<file path="config.mk">
export PLATFORM = sky130hd
export DESIGN_NAME = pll_clock_divider_outputs
export DESIGN_NICKNAME = d
export VERILOG_FILES = /design/src/pcdo_pkg.sv /design/src/pcdo_freq_div.sv /design/src/pcdo_post_div.sv /design/src/pll_clock_divider_outputs.sv
export SDC_FILE = /design/constraint.sdc
export NUM_CORES = 1
export LEC_CHECK = 0
export ABC_AREA = 1
export BUFFER_PORTS_ARGS = -buffer_cell sky130_fd_sc_hd__buf_2
export CAP_MARGIN = 10
export CORE_MARGIN = 5
export CORE_UTILIZATION = 55
export DETAILED_ROUTE_END_ITERATION = 10
export PLACE_DENSITY = 0.85
export SLEW_MARGIN = 25
export SYNTH_ARGS = -nofsm -noshare
export SYNTH_HDL_FRONTEND = slang
export SYNTH_SLANG_ARGS = --single-unit
</file>
<file path="constraint.sdc">
create_clock -name MCLK -period 9.7 [get_ports MCLK]
set_input_delay 0.485 -clock MCLK [delete_from_list [all_inputs] [get_ports MCLK]]
set_output_delay 0.485 -clock MCLK [all_outputs]
set_load 0.01 [all_outputs]
</file>
<file path="src/pcdo_pkg.sv">
/*
  Constants, state codes and carrier types for the divider block.
  Assumes one oscillator clock drives every counter.
*/
package pcdo_pkg;

  // ****************************************
  // Sizes
  // ****************************************
  localparam int NUM_DIV = 5;
  localparam int HL_W    = 9;
  localparam int DV_W    = 10;
  localparam int SYNC_N  = 3;
  localparam int LOCK_W  = 5;
  localparam int ERR_W   = 4;

  // ****************************************
  // Ranges and positions
  // ****************************************
  localparam logic [DV_W-1:0] DIV_MAX_EVEN = 10'h200;
  localparam logic [DV_W-1:0] DIV_MAX_ODD  = 10'h100;
  localparam logic [DV_W-1:0] NM_MAX       = 10'h200;
  localparam int SYNC_REF = 0;
  localparam int SYNC_POS = 1;
  localparam int SYNC_NEG = 2;

  // ****************************************
  // Timing counts and reset values
  // ****************************************
  localparam logic [LOCK_W-1:0] LOCK_REFS = 5'h10;
  localparam logic [ERR_W-1:0]  ERR_MID   = 4'h8;
  localparam logic [ERR_W-1:0]  ERR_TOP   = 4'hF;
  localparam logic [ERR_W-1:0]  ERR_BOT   = 4'h0;
  localparam logic [DV_W-1:0]   RST_DIV   = 10'h001;
  localparam logic [HL_W-1:0]   RST_HL    = 9'h001;

  // ****************************************
  // Types
  // ****************************************
  typedef enum logic [1:0] {
    PCDO_ST_CFG   = 2'h0,
    PCDO_ST_ACQ   = 2'h1,
    PCDO_ST_LOCK  = 2'h3,
    PCDO_ST_RECFG = 2'h2
  } pcdo_state_t;

  typedef enum logic [1:0] {
    PCDO_FB_SRCSYNC = 2'h0,
    PCDO_FB_NOCOMP  = 2'h1,
    PCDO_FB_NORMAL  = 2'h2,
    PCDO_FB_ZDB     = 2'h3
  } pcdo_fb_mode_t;

  typedef struct packed {
    logic [HL_W-1:0] hi;
    logic [HL_W-1:0] lo;
  } pcdo_div_cfg_t;

  typedef struct packed {
    logic ext_en;
    logic ext_diff;
  } pcdo_ext_cfg_t;

endpackage : pcdo_pkg

</file>
<file path="src/pcdo_freq_div.sv">
/*
  Frequency divider: one pulse per div ticks.
  Assumes tick and restart come from logic on the same clock.
*/
`timescale 1ns/1ps
module pcdo_freq_div (
  // Clock and reset
  input  wire logic                      clk,
  input  wire logic                      rst_n,
  // Control
  input  wire logic                      restart,
  input  wire logic                      tick,
  input  wire logic [pcdo_pkg::DV_W-1:0] div,
  // Result
  output logic                           pulse_ff,
  output logic                           div_err
);

  logic [pcdo_pkg::DV_W-1:0] cnt_ff;
  logic                      ok;

  assign ok      = (div != 10'h000) && (div <= pcdo_pkg::NM_MAX);
  assign div_err = ~ok;

  // Division only, no high/low shaping
  always_ff @(posedge clk or negedge rst_n) begin
    if (!rst_n) begin
      cnt_ff   <= 10'h000;
      pulse_ff <= 1'b0;
    end else if (restart) begin
      cnt_ff   <= 10'h000;
      pulse_ff <= 1'b0;
    end else if (tick && ok) begin
      if (cnt_ff >= div - 10'h001) begin
        cnt_ff   <= 10'h000;
        pulse_ff <= 1'b1;
      end else begin
        cnt_ff   <= cnt_ff + 10'h001;
        pulse_ff <= 1'b0;
      end
    end else begin
      pulse_ff <= 1'b0;
    end
  end

endmodule : pcdo_freq_div

</file>
<file path="src/pcdo_post_div.sv">
/*
  Post-scale divider: output high for hi ticks, then low for lo ticks.
  Assumes tick and restart come from logic on the same clock.
*/
`timescale 1ns/1ps
module pcdo_post_div (
  // Clock and reset
  input  wire logic                    clk,
  input  wire logic                    rst_n,
  // Control
  input  wire logic                    restart,
  input  wire logic                    tick,
  input  wire pcdo_pkg::pcdo_div_cfg_t cfg,
  // Result
  output logic                         out_ff,
  output logic                         wrap_ff,
  output logic                         cfg_err
);

  logic [pcdo_pkg::DV_W-1:0] sum;
  logic [pcdo_pkg::DV_W-1:0] cnt_ff;
  logic [pcdo_pkg::DV_W-1:0] nxt_cnt;
  logic                      bypass;
  logic                      ok;

  assign sum     = {1'b0, cfg.hi} + {1'b0, cfg.lo};
  assign bypass  = (sum == 10'h001);
  // Equal halves reach 512, uneven ones stop at 256
  assign ok      = bypass || ((cfg.hi != 9'h000) && (cfg.lo != 9'h000) &&
                   ((cfg.hi == cfg.lo) ? (sum <= pcdo_pkg::DIV_MAX_EVEN)
                                       : (sum <= pcdo_pkg::DIV_MAX_ODD)));
  assign cfg_err = ~ok;
  assign nxt_cnt = (cnt_ff >= sum - 10'h001) ? 10'h000 : cnt_ff + 10'h001;

  always_ff @(posedge clk or negedge rst_n) begin
    if (!rst_n) begin
      cnt_ff  <= 10'h000;
      out_ff  <= 1'b0;
      wrap_ff <= 1'b0;
    end else if (restart) begin
      cnt_ff  <= sum - 10'h001;
      out_ff  <= 1'b0;
      wrap_ff <= 1'b0;
    end else begin
      wrap_ff <= tick && ok && (bypass || nxt_cnt == 10'h000);
      if (tick && ok) begin
        cnt_ff <= nxt_cnt;
        // High first, then low, over and over
        out_ff <= bypass || ({1'b0, cfg.hi} > nxt_cnt);
      end else if (bypass || !ok) begin
        out_ff <= 1'b0;
      end
    end
  end

endmodule : pcdo_post_div

</file>
<file path="src/pll_clock_divider_outputs.sv">
/*
  Counter side of the clock synthesizer: loop counters, lock,
  post-scale and five output dividers, the clock pin pair.
  Assumes MCLK is the oscillator clock;
  REF_CLK and the pin inputs are
  asynchronous to it; all other inputs are on MCLK.
*/
// Contract
// - Only output divider zero reaches the dedicated clock pins directly.
// - Other dividers reach pins only through the global clock outputs.
// - Differential use drives the negative pin as exact inverse.
// - Dedicated clock pins act as general I/O when unused.
// - Every feedback mode keeps division, phase and duty features.
// - Reference divided by pre-scale; oscillator locks at ref times M/N.
// - One pre-scale and one multiply counter, each 1 to 512.
// - Pre-scale divider divides only, no duty control.
// - Five independent output dividers, global or external destination.
// - Equal high/low setting accepts divide 1 to 512.
// - Unequal high/low setting accepts divide 1 to 256.
// - Divide ratio equals high count plus low count.
// - Duty cycle set by separate high and low counts.
// - Duty step is fifty percent over the divide value; the code steps by one count, a hundred percent over it.
// - A divider may be clocked by the previous divider.
// - Cascaded dividers divide by the product of settings.
// - Cascading fixed at configuration, untouched by reconfiguration.
// - Oscillator post-scale of two halves the range seen by dividers.
`timescale 1ns/1ps
module pll_clock_divider_outputs (
  // Clock and reset
  input  wire logic                         MCLK,
  input  wire logic                         RST_N,
  // Reference pin
  input  wire logic                         REF_CLK,
  // Loop settings
  input  wire logic [pcdo_pkg::DV_W-1:0]    N_DIV,
  input  wire logic [pcdo_pkg::DV_W-1:0]    M_DIV,
  input  wire logic                         K_HALF,
  input  wire pcdo_pkg::pcdo_fb_mode_t      FB_MODE,
  // Output divider settings
  input  wire pcdo_pkg::pcdo_div_cfg_t [pcdo_pkg::NUM_DIV-1:0] DIV_CFG,
  input  wire logic [pcdo_pkg::NUM_DIV-1:1] CASCADE_CFG,
  input  wire pcdo_pkg::pcdo_ext_cfg_t      EXT_CFG,
  input  wire logic                         RECONFIG,
  // General I/O use of the clock pins
  input  wire logic [1:0]                   GPIO_OUT,
  input  wire logic [1:0]                   GPIO_OE,
  output logic      [1:0]                   GPIO_IN,
  // Dedicated clock pins
  input  wire logic                         EXT_POS_I,
  output logic                              EXT_POS_O,
  output logic                              EXT_POS_OE,
  input  wire logic                         EXT_NEG_I,
  output logic                              EXT_NEG_O,
  output logic                              EXT_NEG_OE,
  // Global clock network
  output logic [pcdo_pkg::NUM_DIV-1:0]      GNET_OUT,
  // Loop status
  output logic                              PFD_UP,
  output logic                              PFD_DN,
  output logic                              LOCKED,
  output pcdo_pkg::pcdo_fb_mode_t           FB_MODE_Q,
  output logic [pcdo_pkg::NUM_DIV-1:0]      DIV_ERR,
  output logic                              NM_ERR
);

  // ****************************************
  // Declarations
  // ****************************************
  localparam int ND = pcdo_pkg::NUM_DIV;
  localparam int SN = pcdo_pkg::SYNC_N;

  pcdo_pkg::pcdo_state_t            state_ff;
  pcdo_pkg::pcdo_state_t            nxt_state;
  pcdo_pkg::pcdo_div_cfg_t [ND-1:0] div_cfg_ff;
  pcdo_pkg::pcdo_ext_cfg_t          ext_cfg_ff;
  logic [pcdo_pkg::DV_W-1:0]        n_ff;
  logic [pcdo_pkg::DV_W-1:0]        m_ff;
  logic                             k_half_ff;
  logic [ND-1:1]                    cascade_ff;
  logic [SN-1:0]                    sync1_ff;
  logic [SN-1:0]                    sync2_ff;
  logic [SN-1:0]                    sync3_ff;
  logic [SN-1:0]                    lvl_ff;
  logic                             ref_rise;
  logic                             restart;
  logic                             ref_pulse;
  logic                             fb_pulse;
  logic                             n_err;
  logic                             m_err;
  logic [pcdo_pkg::ERR_W-1:0]       err_ff;
  logic [pcdo_pkg::LOCK_W-1:0]      good_ff;
  logic                             vco_tick_ff;
  logic [ND-1:0]                    src_tick;
  logic [ND-1:0]                    div_out;
  logic [ND-1:0]                    div_wrap;
  logic [ND-1:0]                    div_err;

  // ****************************************
  // Pin synchronisers
  // ****************************************
  // Level moves when stages two and three agree
  always_ff @(posedge MCLK or negedge RST_N) begin
    if (!RST_N) begin
      sync1_ff <= 3'h0;
      sync2_ff <= 3'h0;
      sync3_ff <= 3'h0;
    end else begin
      sync1_ff <= {EXT_NEG_I, EXT_POS_I, REF_CLK};
      sync2_ff <= sync1_ff;
      sync3_ff <= sync2_ff;
    end
  end

  always_ff @(posedge MCLK or negedge RST_N) begin
    if (!RST_N) begin
      lvl_ff <= 3'h0;
    end else begin
      for (int i = 0; i < SN; i++) begin
        if (sync2_ff[i] == sync3_ff[i]) begin
          lvl_ff[i] <= sync3_ff[i];
        end
      end
    end
  end

  assign ref_rise = sync2_ff[pcdo_pkg::SYNC_REF] &&
                    sync3_ff[pcdo_pkg::SYNC_REF] &&
                    !lvl_ff[pcdo_pkg::SYNC_REF];

  always_ff @(posedge MCLK or negedge RST_N) begin
    if (!RST_N) begin
      GPIO_IN <= 2'h0;
    end else begin
      GPIO_IN <= {lvl_ff[pcdo_pkg::SYNC_NEG], lvl_ff[pcdo_pkg::SYNC_POS]};
    end
  end

  // ****************************************
  // Configuration sequencer
  // ****************************************
  always_comb begin
    nxt_state = state_ff;
    unique case (state_ff)
      pcdo_pkg::PCDO_ST_CFG:   nxt_state = pcdo_pkg::PCDO_ST_ACQ;
      pcdo_pkg::PCDO_ST_ACQ: begin
        if (RECONFIG) begin
          nxt_state = pcdo_pkg::PCDO_ST_RECFG;
        end else if (good_ff == pcdo_pkg::LOCK_REFS) begin
          nxt_state = pcdo_pkg::PCDO_ST_LOCK;
        end
      end
      pcdo_pkg::PCDO_ST_LOCK: begin
        if (RECONFIG) begin
          nxt_state = pcdo_pkg::PCDO_ST_RECFG;
        end else if (good_ff != pcdo_pkg::LOCK_REFS) begin
          nxt_state = pcdo_pkg::PCDO_ST_ACQ;
        end
      end
      pcdo_pkg::PCDO_ST_RECFG: nxt_state = pcdo_pkg::PCDO_ST_ACQ;
    endcase
  end

  always_ff @(posedge MCLK or negedge RST_N) begin
    if (!RST_N) begin
      state_ff <= pcdo_pkg::PCDO_ST_CFG;
    end else begin
      state_ff <= nxt_state;
    end
  end

  assign restart = (state_ff == pcdo_pkg::PCDO_ST_CFG) ||
                   (state_ff == pcdo_pkg::PCDO_ST_RECFG);

  // ****************************************
  // Settings capture
  // ****************************************
  // Reload at configuration and reconfiguration
  always_ff @(posedge MCLK or negedge RST_N) begin
    if (!RST_N) begin
      n_ff       <= pcdo_pkg::RST_DIV;
      m_ff       <= pcdo_pkg::RST_DIV;
      k_half_ff  <= 1'b0;
      FB_MODE_Q  <= pcdo_pkg::PCDO_FB_NORMAL;
      for (int i = 0; i < ND; i++) begin
        div_cfg_ff[i] <= '{hi: pcdo_pkg::RST_HL, lo: pcdo_pkg::RST_HL};
      end
    end else if (state_ff == pcdo_pkg::PCDO_ST_CFG ||
                 (RECONFIG && state_ff != pcdo_pkg::PCDO_ST_RECFG)) begin
      n_ff       <= N_DIV;
      m_ff       <= M_DIV;
      k_half_ff  <= K_HALF;
      // Mode is reported only; counters work alike in all modes
      FB_MODE_Q  <= FB_MODE;
      div_cfg_ff <= DIV_CFG;
    end
  end

  // Straps taken once after reset
  always_ff @(posedge MCLK or negedge RST_N) begin
    if (!RST_N) begin
      cascade_ff <= '0;
      ext_cfg_ff <= '{ext_en: 1'b0, ext_diff: 1'b0};
    end else if (state_ff == pcdo_pkg::PCDO_ST_CFG) begin
      cascade_ff <= CASCADE_CFG;
      ext_cfg_ff <= EXT_CFG;
    end
  end

  // ****************************************
  // Pre-scale and multiply counters
  // ****************************************
  // Reference edges divided by N
  pcdo_freq_div u_pre_div (
    .clk      (MCLK),
    .rst_n    (RST_N),
    .restart  (restart),
    .tick     (ref_rise),
    .div      (n_ff),
    .pulse_ff (ref_pulse),
    .div_err  (n_err)
  );

  // Feedback: oscillator over M
  pcdo_freq_div u_mul_div (
    .clk      (MCLK),
    .rst_n    (RST_N),
    .restart  (restart),
    .tick     (1'b1),
    .div      (m_ff),
    .pulse_ff (fb_pulse),
    .div_err  (m_err)
  );

  always_ff @(posedge MCLK or negedge RST_N) begin
    if (!RST_N) begin
      NM_ERR <= 1'b0;
    end else begin
      NM_ERR <= n_err | m_err;
    end
  end

  // ****************************************
  // Phase compare and lock
  // ****************************************
  // Saturating pulse balance
  always_ff @(posedge MCLK or negedge RST_N) begin
    if (!RST_N) begin
      err_ff <= pcdo_pkg::ERR_MID;
    end else if (restart) begin
      err_ff <= pcdo_pkg::ERR_MID;
    end else if (ref_pulse && !fb_pulse && err_ff != pcdo_pkg::ERR_TOP) begin
      err_ff <= err_ff + 4'h1;
    end else if (fb_pulse && !ref_pulse && err_ff != pcdo_pkg::ERR_BOT) begin
      err_ff <= err_ff - 4'h1;
    end
  end

  // Speed up or slow down
  always_ff @(posedge MCLK or negedge RST_N) begin
    if (!RST_N) begin
      PFD_UP <= 1'b0;
      PFD_DN <= 1'b0;
    end else begin
      PFD_UP <= err_ff > pcdo_pkg::ERR_MID;
      PFD_DN <= err_ff < pcdo_pkg::ERR_MID;
    end
  end

  // Consecutive balanced reference pulses
  always_ff @(posedge MCLK or negedge RST_N) begin
    if (!RST_N) begin
      good_ff <= 5'h00;
    end else if (restart || NM_ERR) begin
      good_ff <= 5'h00;
    end else if (ref_pulse) begin
      if (err_ff > pcdo_pkg::ERR_MID + 4'h1 ||
          err_ff < pcdo_pkg::ERR_MID - 4'h1) begin
        good_ff <= 5'h00;
      end else if (good_ff != pcdo_pkg::LOCK_REFS) begin
        good_ff <= good_ff + 5'h01;
      end
    end
  end

  always_ff @(posedge MCLK or negedge RST_N) begin
    if (!RST_N) begin
      LOCKED <= 1'b0;
    end else begin
      LOCKED <= (nxt_state == pcdo_pkg::PCDO_ST_LOCK);
    end
  end

  // ****************************************
  // Oscillator post-scale
  // ****************************************
  // Half rate when set
  always_ff @(posedge MCLK or negedge RST_N) begin
    if (!RST_N) begin
      vco_tick_ff <= 1'b0;
    end else if (restart) begin
      vco_tick_ff <= 1'b0;
    end else begin
      vco_tick_ff <= k_half_ff ? ~vco_tick_ff : 1'b1;
    end
  end

  // ****************************************
  // Output dividers
  // ****************************************
  assign src_tick[0] = vco_tick_ff;

  // Chained divider counts wraps of its neighbour
  for (genvar g = 1; g < ND; g++) begin : g_src
    assign src_tick[g] = cascade_ff[g] ? div_wrap[g-1] : vco_tick_ff;
  end

  // Five independent dividers
  for (genvar g = 0; g < ND; g++) begin : g_div
    pcdo_post_div u_post (
      .clk     (MCLK),
      .rst_n   (RST_N),
      .restart (restart),
      .tick    (src_tick[g]),
      .cfg     (div_cfg_ff[g]),
      .out_ff  (div_out[g]),
      .wrap_ff (div_wrap[g]),
      .cfg_err (div_err[g])
    );
  end

  always_ff @(posedge MCLK or negedge RST_N) begin
    if (!RST_N) begin
      DIV_ERR <= '0;
    end else begin
      DIV_ERR <= div_err;
    end
  end

  // ****************************************
  // Global network
  // ****************************************
  always_ff @(posedge MCLK or negedge RST_N) begin
    if (!RST_N) begin
      GNET_OUT <= '0;
    end else begin
      GNET_OUT <= div_out;
    end
  end

  // ****************************************
  // Dedicated clock pins
  // ****************************************
  always_ff @(posedge MCLK or negedge RST_N) begin
    if (!RST_N) begin
      EXT_POS_O  <= 1'b0;
      EXT_POS_OE <= 1'b0;
    end else if (ext_cfg_ff.ext_en) begin
      EXT_POS_O  <= div_out[0];
      EXT_POS_OE <= 1'b1;
    end else begin
      EXT_POS_O  <= GPIO_OUT[0];
      EXT_POS_OE <= GPIO_OE[0];
    end
  end

  always_ff @(posedge MCLK or negedge RST_N) begin
    if (!RST_N) begin
      EXT_NEG_O  <= 1'b0;
      EXT_NEG_OE <= 1'b0;
    end else if (ext_cfg_ff.ext_en && ext_cfg_ff.ext_diff) begin
      EXT_NEG_O  <= ~div_out[0];
      EXT_NEG_OE <= 1'b1;
    end else begin
      EXT_NEG_O  <= GPIO_OUT[1];
      EXT_NEG_OE <= GPIO_OE[1];
    end
  end

endmodule : pll_clock_divider_outputs

</file>
# Word level (Yosys, flattened, before mapping)
# Index checks and enable logic that the tools add are counted.
# op_classes
reduce_logical	96
order_cmp	28
add_sub_neg	22
muxes	73
bitwise_logic	10
eq_ne	21
# ops
cell	n
$mux W10	21
$reduce_bool A9 Y1	10
$add A10 B1 Y10 const B	7
$ge A10 B10 Y1	7
$le A10 B10 Y1 const B	7
$sub A10 B1 Y10 const B	7
$add A9 B9 Y10	5
$eq A10 B1 Y1 const B	5
$gt A9 B10 Y1	5
$le A10 B9 Y1 const B	5
$eq A9 B9 Y1	5
$logic_not A10 Y1	4
$mux W1	40
$logic_and A1 B1 Y1	30
$logic_or A1 B1 Y1	23
$reduce_bool A3 Y1	7
$mux W5	4
$reduce_bool A10 Y1	2
$reduce_bool A2 Y1	8
$mux W4	3
$not A1 Y1	9
$gt A4 B4 Y1 const B	2
$logic_not A1 Y1	8
$mux W2	4
18 further kinds	22
# word_totals
reg_bits	244
word_cells	306
out_inout_bits	22

# Depth between registers and ports, before layout
# logic_depth
word_depth	10
ltp_mapped	35
mapped_depth_nobuf	35

# Cells and area by module
# Synthesis repeated with hierarchy kept, for this count alone.
# hier_totals
cells_unflattened	2402
hier_area_um2	19919.1
# by_module_without_submodules
mod	n_inst	area_each_um2	cells_each	seq_area_each_um2
pcdo_post_div at g_div[0].u_post ...	4	2215.9	325	300.3
pll_clock_divider_outputs	1	6481.2	408	4096.4
pcdo_post_div at g_div[2].u_post	1	2289.7	356	300.3
pcdo_freq_div	2	1142.3	169	275.3

# Worst setup path before layout
# OpenSTA, ideal clock, no wires.
# synth_path
path_kind	reg-to-reg
startpoint	register div_cfg_ff[36] (netlist bit)
endpoint	register g_div[2].u_post.out_ff
setup_ps	117
setup_slack_ps	5462
t_required_ps	9583
synth_period_minus_slack_ps	4238
stages_incl_launch_ff	32
arrival_time_ps	4121
path_cell_list	dfstp_2 ha_1 fa_1 inv_1 nand2_1 nor2_1 nand3_1 nor3_2 xor2_1 inv_1 ha_1 a21oi_1 nor2_1 nor2_1 o21ai_0 a21oi_1 nand2_1 nor2_1 inv_1 ha_1 inv_1 nor2_1 o21ai_0 inv_1 nor2_1 o21ai_0 a21oi_1 nor2_1 nand2_1 nand2_1 nand3_1 nand2_1
# synth_via
elab_chain_len	8
word_cells_on_any_way	21
# synth_lines
element	line_no	source
start, declared	pll_clock_divider_outputs.sv:74	pcdo_pkg::pcdo_div_cfg_t [ND-1:0] div_cfg_ff;
start signal, assigned by index	pll_clock_divider_outputs.sv:185	div_cfg_ff[i] <= '{hi: pcdo_pkg::RST_HL, lo: pcdo_pkg::RST_HL};
$add A9 B9 Y10	pcdo_post_div.sv:26	assign sum = {1'b0, cfg.hi} + {1'b0, cfg.lo};
$sub A10 B1 Y10 (tied with other cells)	pcdo_post_div.sv:33	assign nxt_cnt = (cnt_ff >= sum - 10'h001) ? 10'h000 : cnt_ff + 10'h001;
$ge A10 B10 Y1 or $mux W1 (tied branches)	pcdo_post_div.sv:33, pcdo_post_div.sv:30	
$mux W10 or $logic_and A1 B1 Y1 (tied branches)	pcdo_post_div.sv:33, pcdo_post_div.sv:29	
$gt A9 B10 Y1 or $logic_or A1 B1 Y1 (tied branches)	pcdo_post_div.sv:49, pcdo_post_div.sv:29	
$logic_or A1 B1 Y1 (tied with other cells)	pcdo_post_div.sv:49	out_ff <= bypass || ({1'b0, cfg.hi} > nxt_cnt);
$mux W1 or $logic_or A1 B1 Y1 (tied branches)	pcdo_post_div.sv:46, pcdo_post_div.sv:50	
$mux W1 or $reduce_bool A3 Y1 (tied branches)	n/a	
end signal, assigned	pcdo_post_div.sv:49	
end, declared	pcdo_post_div.sv:15	output logic out_ff,
# Several ways; a longest one is shown, not always the timed one.
# A chain may end at the register's enable or synchronous reset.

# Final worst setup path
# layout_path
startpoint	register div_cfg_ff[63] (netlist bit)
endpoint	register g_div[3].u_post.out_ff
# layout_via
elab_chain_len	8
word_cells_on_any_way	21
# layout_lines
element	line_no
$add A9 B9 Y10	pcdo_post_div.sv:26
$sub A10 B1 Y10 (tied with other cells)	pcdo_post_div.sv:33
$ge A10 B10 Y1 or $mux W1 (tied branches)	pcdo_post_div.sv:33, pcdo_post_div.sv:30
$mux W10 or $logic_and A1 B1 Y1 (tied branches)	pcdo_post_div.sv:33, pcdo_post_div.sv:29
$gt A9 B10 Y1 or $logic_or A1 B1 Y1 (tied branches)	pcdo_post_div.sv:49, pcdo_post_div.sv:29
$logic_or A1 B1 Y1 (tied with other cells)	pcdo_post_div.sv:49
$mux W1 or $logic_or A1 B1 Y1 (tied branches)	pcdo_post_div.sv:46, pcdo_post_div.sv:50
$mux W1 or $reduce_bool A3 Y1 (tied branches)	n/a
end signal, assigned	pcdo_post_div.sv:49
end, declared	pcdo_post_div.sv:15
# Several ways; a longest one is shown, not always the timed one.

==> results list <==
* Post-Synthesis Net Count: 2770
- Setup repair after global routing left no endpoint under its margin.
- In the routed layout, each cell is associated on average with a via count of 5.43.
* Final Hold Fails: 0
- The internal portion of the total power is 2920 µW.
- Element type at the critical path start: flop
- Longest individual stage delay on the worst path: 0.61 ns
* Vias in the first global route: 16357
* Critical Path End Type: flop
* Crit Path Category: flop to flop
* Horizontal die dimension: 195 µm
* Mean post-synth cell area: 7.72 µm²
- Root Driver: sky130_fd_sc_hd__clkbuf_16
- The number of antenna violations at the first check in global routing was 2.
- Core area: 33700 µm²
- In the finished design, the share of the clock period the worst path needs comes to 52.3%.
* Worst-margin pin slew: 1.02 ns
- Longest Clk Path Bufs: 3
- Headroom to the max-slew limit came out at 32.2%.
- Net switching is 45.4% of the power.
* Count of cells resized by post-cts repair: 0
- Summed over all cells, the static leakage comes to 0.0107 µW.
* CTS sink count: 244
* Routed WL per cell: 15.1 µm
- Count of TritonRoute iterations in the first routing pass: 5
* Number of antenna-violating nets in the routed design: 0
- In this run the power spent charging and discharging nets is 2430 µW.
- After floorplanning, the core was divided into 67 placement rows.
- Final Setup Violations: 0
- Result of the run: completed
* Max frequency: 197 MHz
- Port buffering added 150 buffers.
* Overall routed net length: 46100 µm
* Unique cell type count in the Yosys netlist: 60
* Initial Utilization: 56.0%
* Worst Path Arrival: 5.58 ns
* Maximum capacitance violations: 0
* Combinational power share: 50.7%
- Cts bufs inserted: 28
- Worst-path fanout max: 13
- Hold repair after CTS inserted 4 buffers.
- CTS built an H-tree with a depth of 1.
- For the worst setup path, the data required time is 10.20 ns.
* Sum of internal, switching and leakage power: 5360 µW
* Hold Slack: 0.0726 ns
- Detailed placement HPWL: 35700 µm
- Maximum VDD drop: 172 µV
- The floorplan step set the die height to 195 µm.
- Summing over every cut layer, the via total after detailed routing is 16638.
- After the first detailed-routing iteration, the DRC count stood at 1206.
* Placer Congestion: 0.942
* Total global-route track usage: 23.9%
- Global-route wire length before repair: 77900 µm
* # IOs: 151
* Clock tree from TritonCTS: built
- Dividing total power by cell area gives a power density of 255 nW/µm².
- At the end of the flow, the number of nets in the layout was 2913.
* Clk slew on worst S/H paths: 0.06 ns
- The worst hold path belongs to the class input port to flop.
- The total overflow left after global routing is 0.
* Skew-Pair Late Insertion Delay: 0.58 ns
- Between clock sinks in the finished design, the worst skew comes to 0.0262 ns.
- FF+latch count, synth: 244
* Buffer count from post-CTS setup fixing: 0
- Synthesis handed over a netlist of 2446 instances.
- Commonest cells after routing, fill and taps aside: 601 x sky130_fd_sc_hd__nand2_1, 325 x sky130_fd_sc_hd__inv_1, 229 x sky130_fd_sc_hd__dfrtp_1, 191 x sky130_fd_sc_hd__nor2_1, 189 x sky130_fd_sc_hd__ha_1
- After filler insertion, the fill cell instance count of the layout stands at 2915.
- Number of warnings printed during yosys synthesis: 0
* Drc violations: 0
- After synthesis, flip-flops and latches occupy 32.4% of the total area.
- Layout area overhead: 11.5%
- Critical path's slowest cell: sky130_fd_sc_hd__nor2_1
- In this run, flip-flops and latches consume 28.1% of the power.
- The die covers 38100 µm².
- Max-slew violation count: 0
* Critical Path Most Common Cell: sky130_fd_sc_hd__nor2_1
* Cell area after synthesis: 18900 µm²
* Setup tns final: 0 ns
- In the final layout, the share of cells above drive strength 1 is 17.2%.
- Maximum number of pins on one net before global-route repair: 111
- The share of total power dissipated in the clock network is 21.2%.
- Final period demand of the worst path: 5.07 ns
- The library cell used most frequently in the layout, excluding fill and tap cells, is sky130_fd_sc_hd__nand2_1.
## registers in the layout, indices dropped and copies added, names as in the netlist, 3 cells and up
signal / cells
u_mul_div.cnt_ff: 10
n_ff: 10
div_cfg_ff: 90
good_ff: 5
u_pre_div.cnt_ff: 10
lvl_ff: 3
DIV_ERR: 5
sync2_ff: 3
sync3_ff: 3
g_div.u_post.out_ff: 5
err_ff: 4
cascade_ff: 4
sync1_ff: 3
g_div.u_post.cnt_ff: 50
m_ff: 10
GNET_OUT: 5
g_div.u_post.wrap_ff: 4
## final timing paths
path | from | to | slack, ns | depth (start not counted)
hold reg to reg | sync1_ff[1]$_DFF_PN0_ | sync2_ff[1]$_DFF_PN0_ | 0.34 | 0
max in group asynchronous | RST_N | state_ff[0]$_DFF_PN0_ | 7.67 | 3
min in group asynchronous | RST_N | g_div[4].u_post.out_ff$_DFFE_PN0P_ | 0.58 | 2
hold / removal | RECONFIG | LOCKED$_DFF_PN0_ | 0.07 | 2
setup reg to reg | div_cfg_ff[63]$_DFFE_PN1P_ | g_div[3].u_post.out_ff$_DFFE_PN0P_ | 4.63 | 29
setup / recovery | div_cfg_ff[63]$_DFFE_PN1P_ | g_div[3].u_post.out_ff$_DFFE_PN0P_ | 4.63 | 29
## cells in the mapped netlist (all sizes together)
| cell | number | share of area, % |
|---|---|---|
| nand2 | 641 | 14 |
| inv | 335 | 6.7 |
| dfrtp | 230 | 30 |
| nand3 | 208 | 7.3 |
| nor2 | 207 | 4.5 |
| ha | 189 | 13 |
| o21ai | 148 | 3.9 |
| a21oi | 85 | 2.4 |
| mux2 | 72 | 4.3 |
| xor2 | 62 | 3.0 |
| nand4 | 40 | 1.3 |
| nor3 | 35 | 1.0 |
| buf | 33 | 1.1 |
| xnor2 | 21 | 1.0 |
| nor4 | 20 | 0.66 |
| dfstp | 14 | 1.9 |
| clkbuf | 13 | 0.28 |
| o22ai | 13 | 0.43 |
| or2 | 12 | 0.41 |
| a31oi | 10 | 0.33 |
| o21bai | 10 | 0.40 |
| nand3b | 8 | 0.38 |
| and2 | 6 | 0.23 |
| fa | 6 | 0.64 |
| o211ai | 5 | 0.20 |
| a21boi | 3 | 0.12 |
| a21o | 3 | 0.12 |
| mux2i | 3 | 0.16 |
| and3 | 2 | 0.066 |
| maj3 | 2 | 0.11 |
| nor3b | 2 | 0.11 |
| o21a | 2 | 0.079 |
| a211oi | 1 | 0.040 |
| a22o | 1 | 0.046 |
| a32o | 1 | 0.053 |
| clkinv | 1 | 0.020 |
| o2111ai | 1 | 0.046 |
| o31ai | 1 | 0.040 |
## power groups by stage
stage | clock network (µW) | registers, µW | logic, µW
2_1_floorplan | 0 | 1440 | 2080
3_3_place_gp | 0 | 1500 | 2580
3_5_place_dp | 0 | 1510 | 2680
4_1_cts | 1160 | 1500 | 2700
6_report | 1140 | 1510 | 2710
5_1_grt | 1200 | 1540 | 3120
## stage by stage
stage                     cell area [µm²]  worst slack, ns  utilization (%)  cells
final                               21000             4.63             62.5   3062
after global routing                21000             4.01             62.5   3061
after CTS                           21000             4.76             62.4   3059
after detailed placement            20000             4.81             59.3   3003
after global placement              20000             4.90             59.3   3003
after floorplan                     18900             5.46                -   2446
## critical path: cells and delay by family, from the launching register on
kind            cells  cell delay [ns]
flops               1             0.54
simple gates       17             2.30
compound gates      5             0.63
buf+inv             3             0.29
fa+ha+maj           4             1.19
## cells by family (layout without fill, tap and decap cells)
logic type,Yosys count,count (layout),synth area share (%)
buf+inv,382,547,8.06
xor+xnor,83,83,3.97
compound gates,284,284,8.22
simple gates,1181,1181,29.6
flops,244,244,32.4
mux,75,75,4.45
other cells,0,3,0
fa+ha+maj,197,197,13.3
## cell type report
cell class	instances	area, µm²	share of cell area, %
repair buffers	159	838	3.98
diodes	3	7.51	0.0357
clock buffers	41	840	3.99
multi-input cells	1820	11200	53.4
well taps	448	561	2.66
flip-flops and latches	244	6130	29.1
clock inverters	11	170	0.808
inverters	336	1260	5.99
## metal layers
metal | up-vias | global-route usage [%] | routed length (µm)
met5 | - | 0 | 0
met4 | 0 | 5.97 | 1040
met3 | 83 | 3.41 | 2680
met2 | 460 | 40.7 | 22000
met1 | 7799 | 32.2 | 20400
li1 | 8296 | - | -
Note: power is estimated with default switching activity, not from simulation.
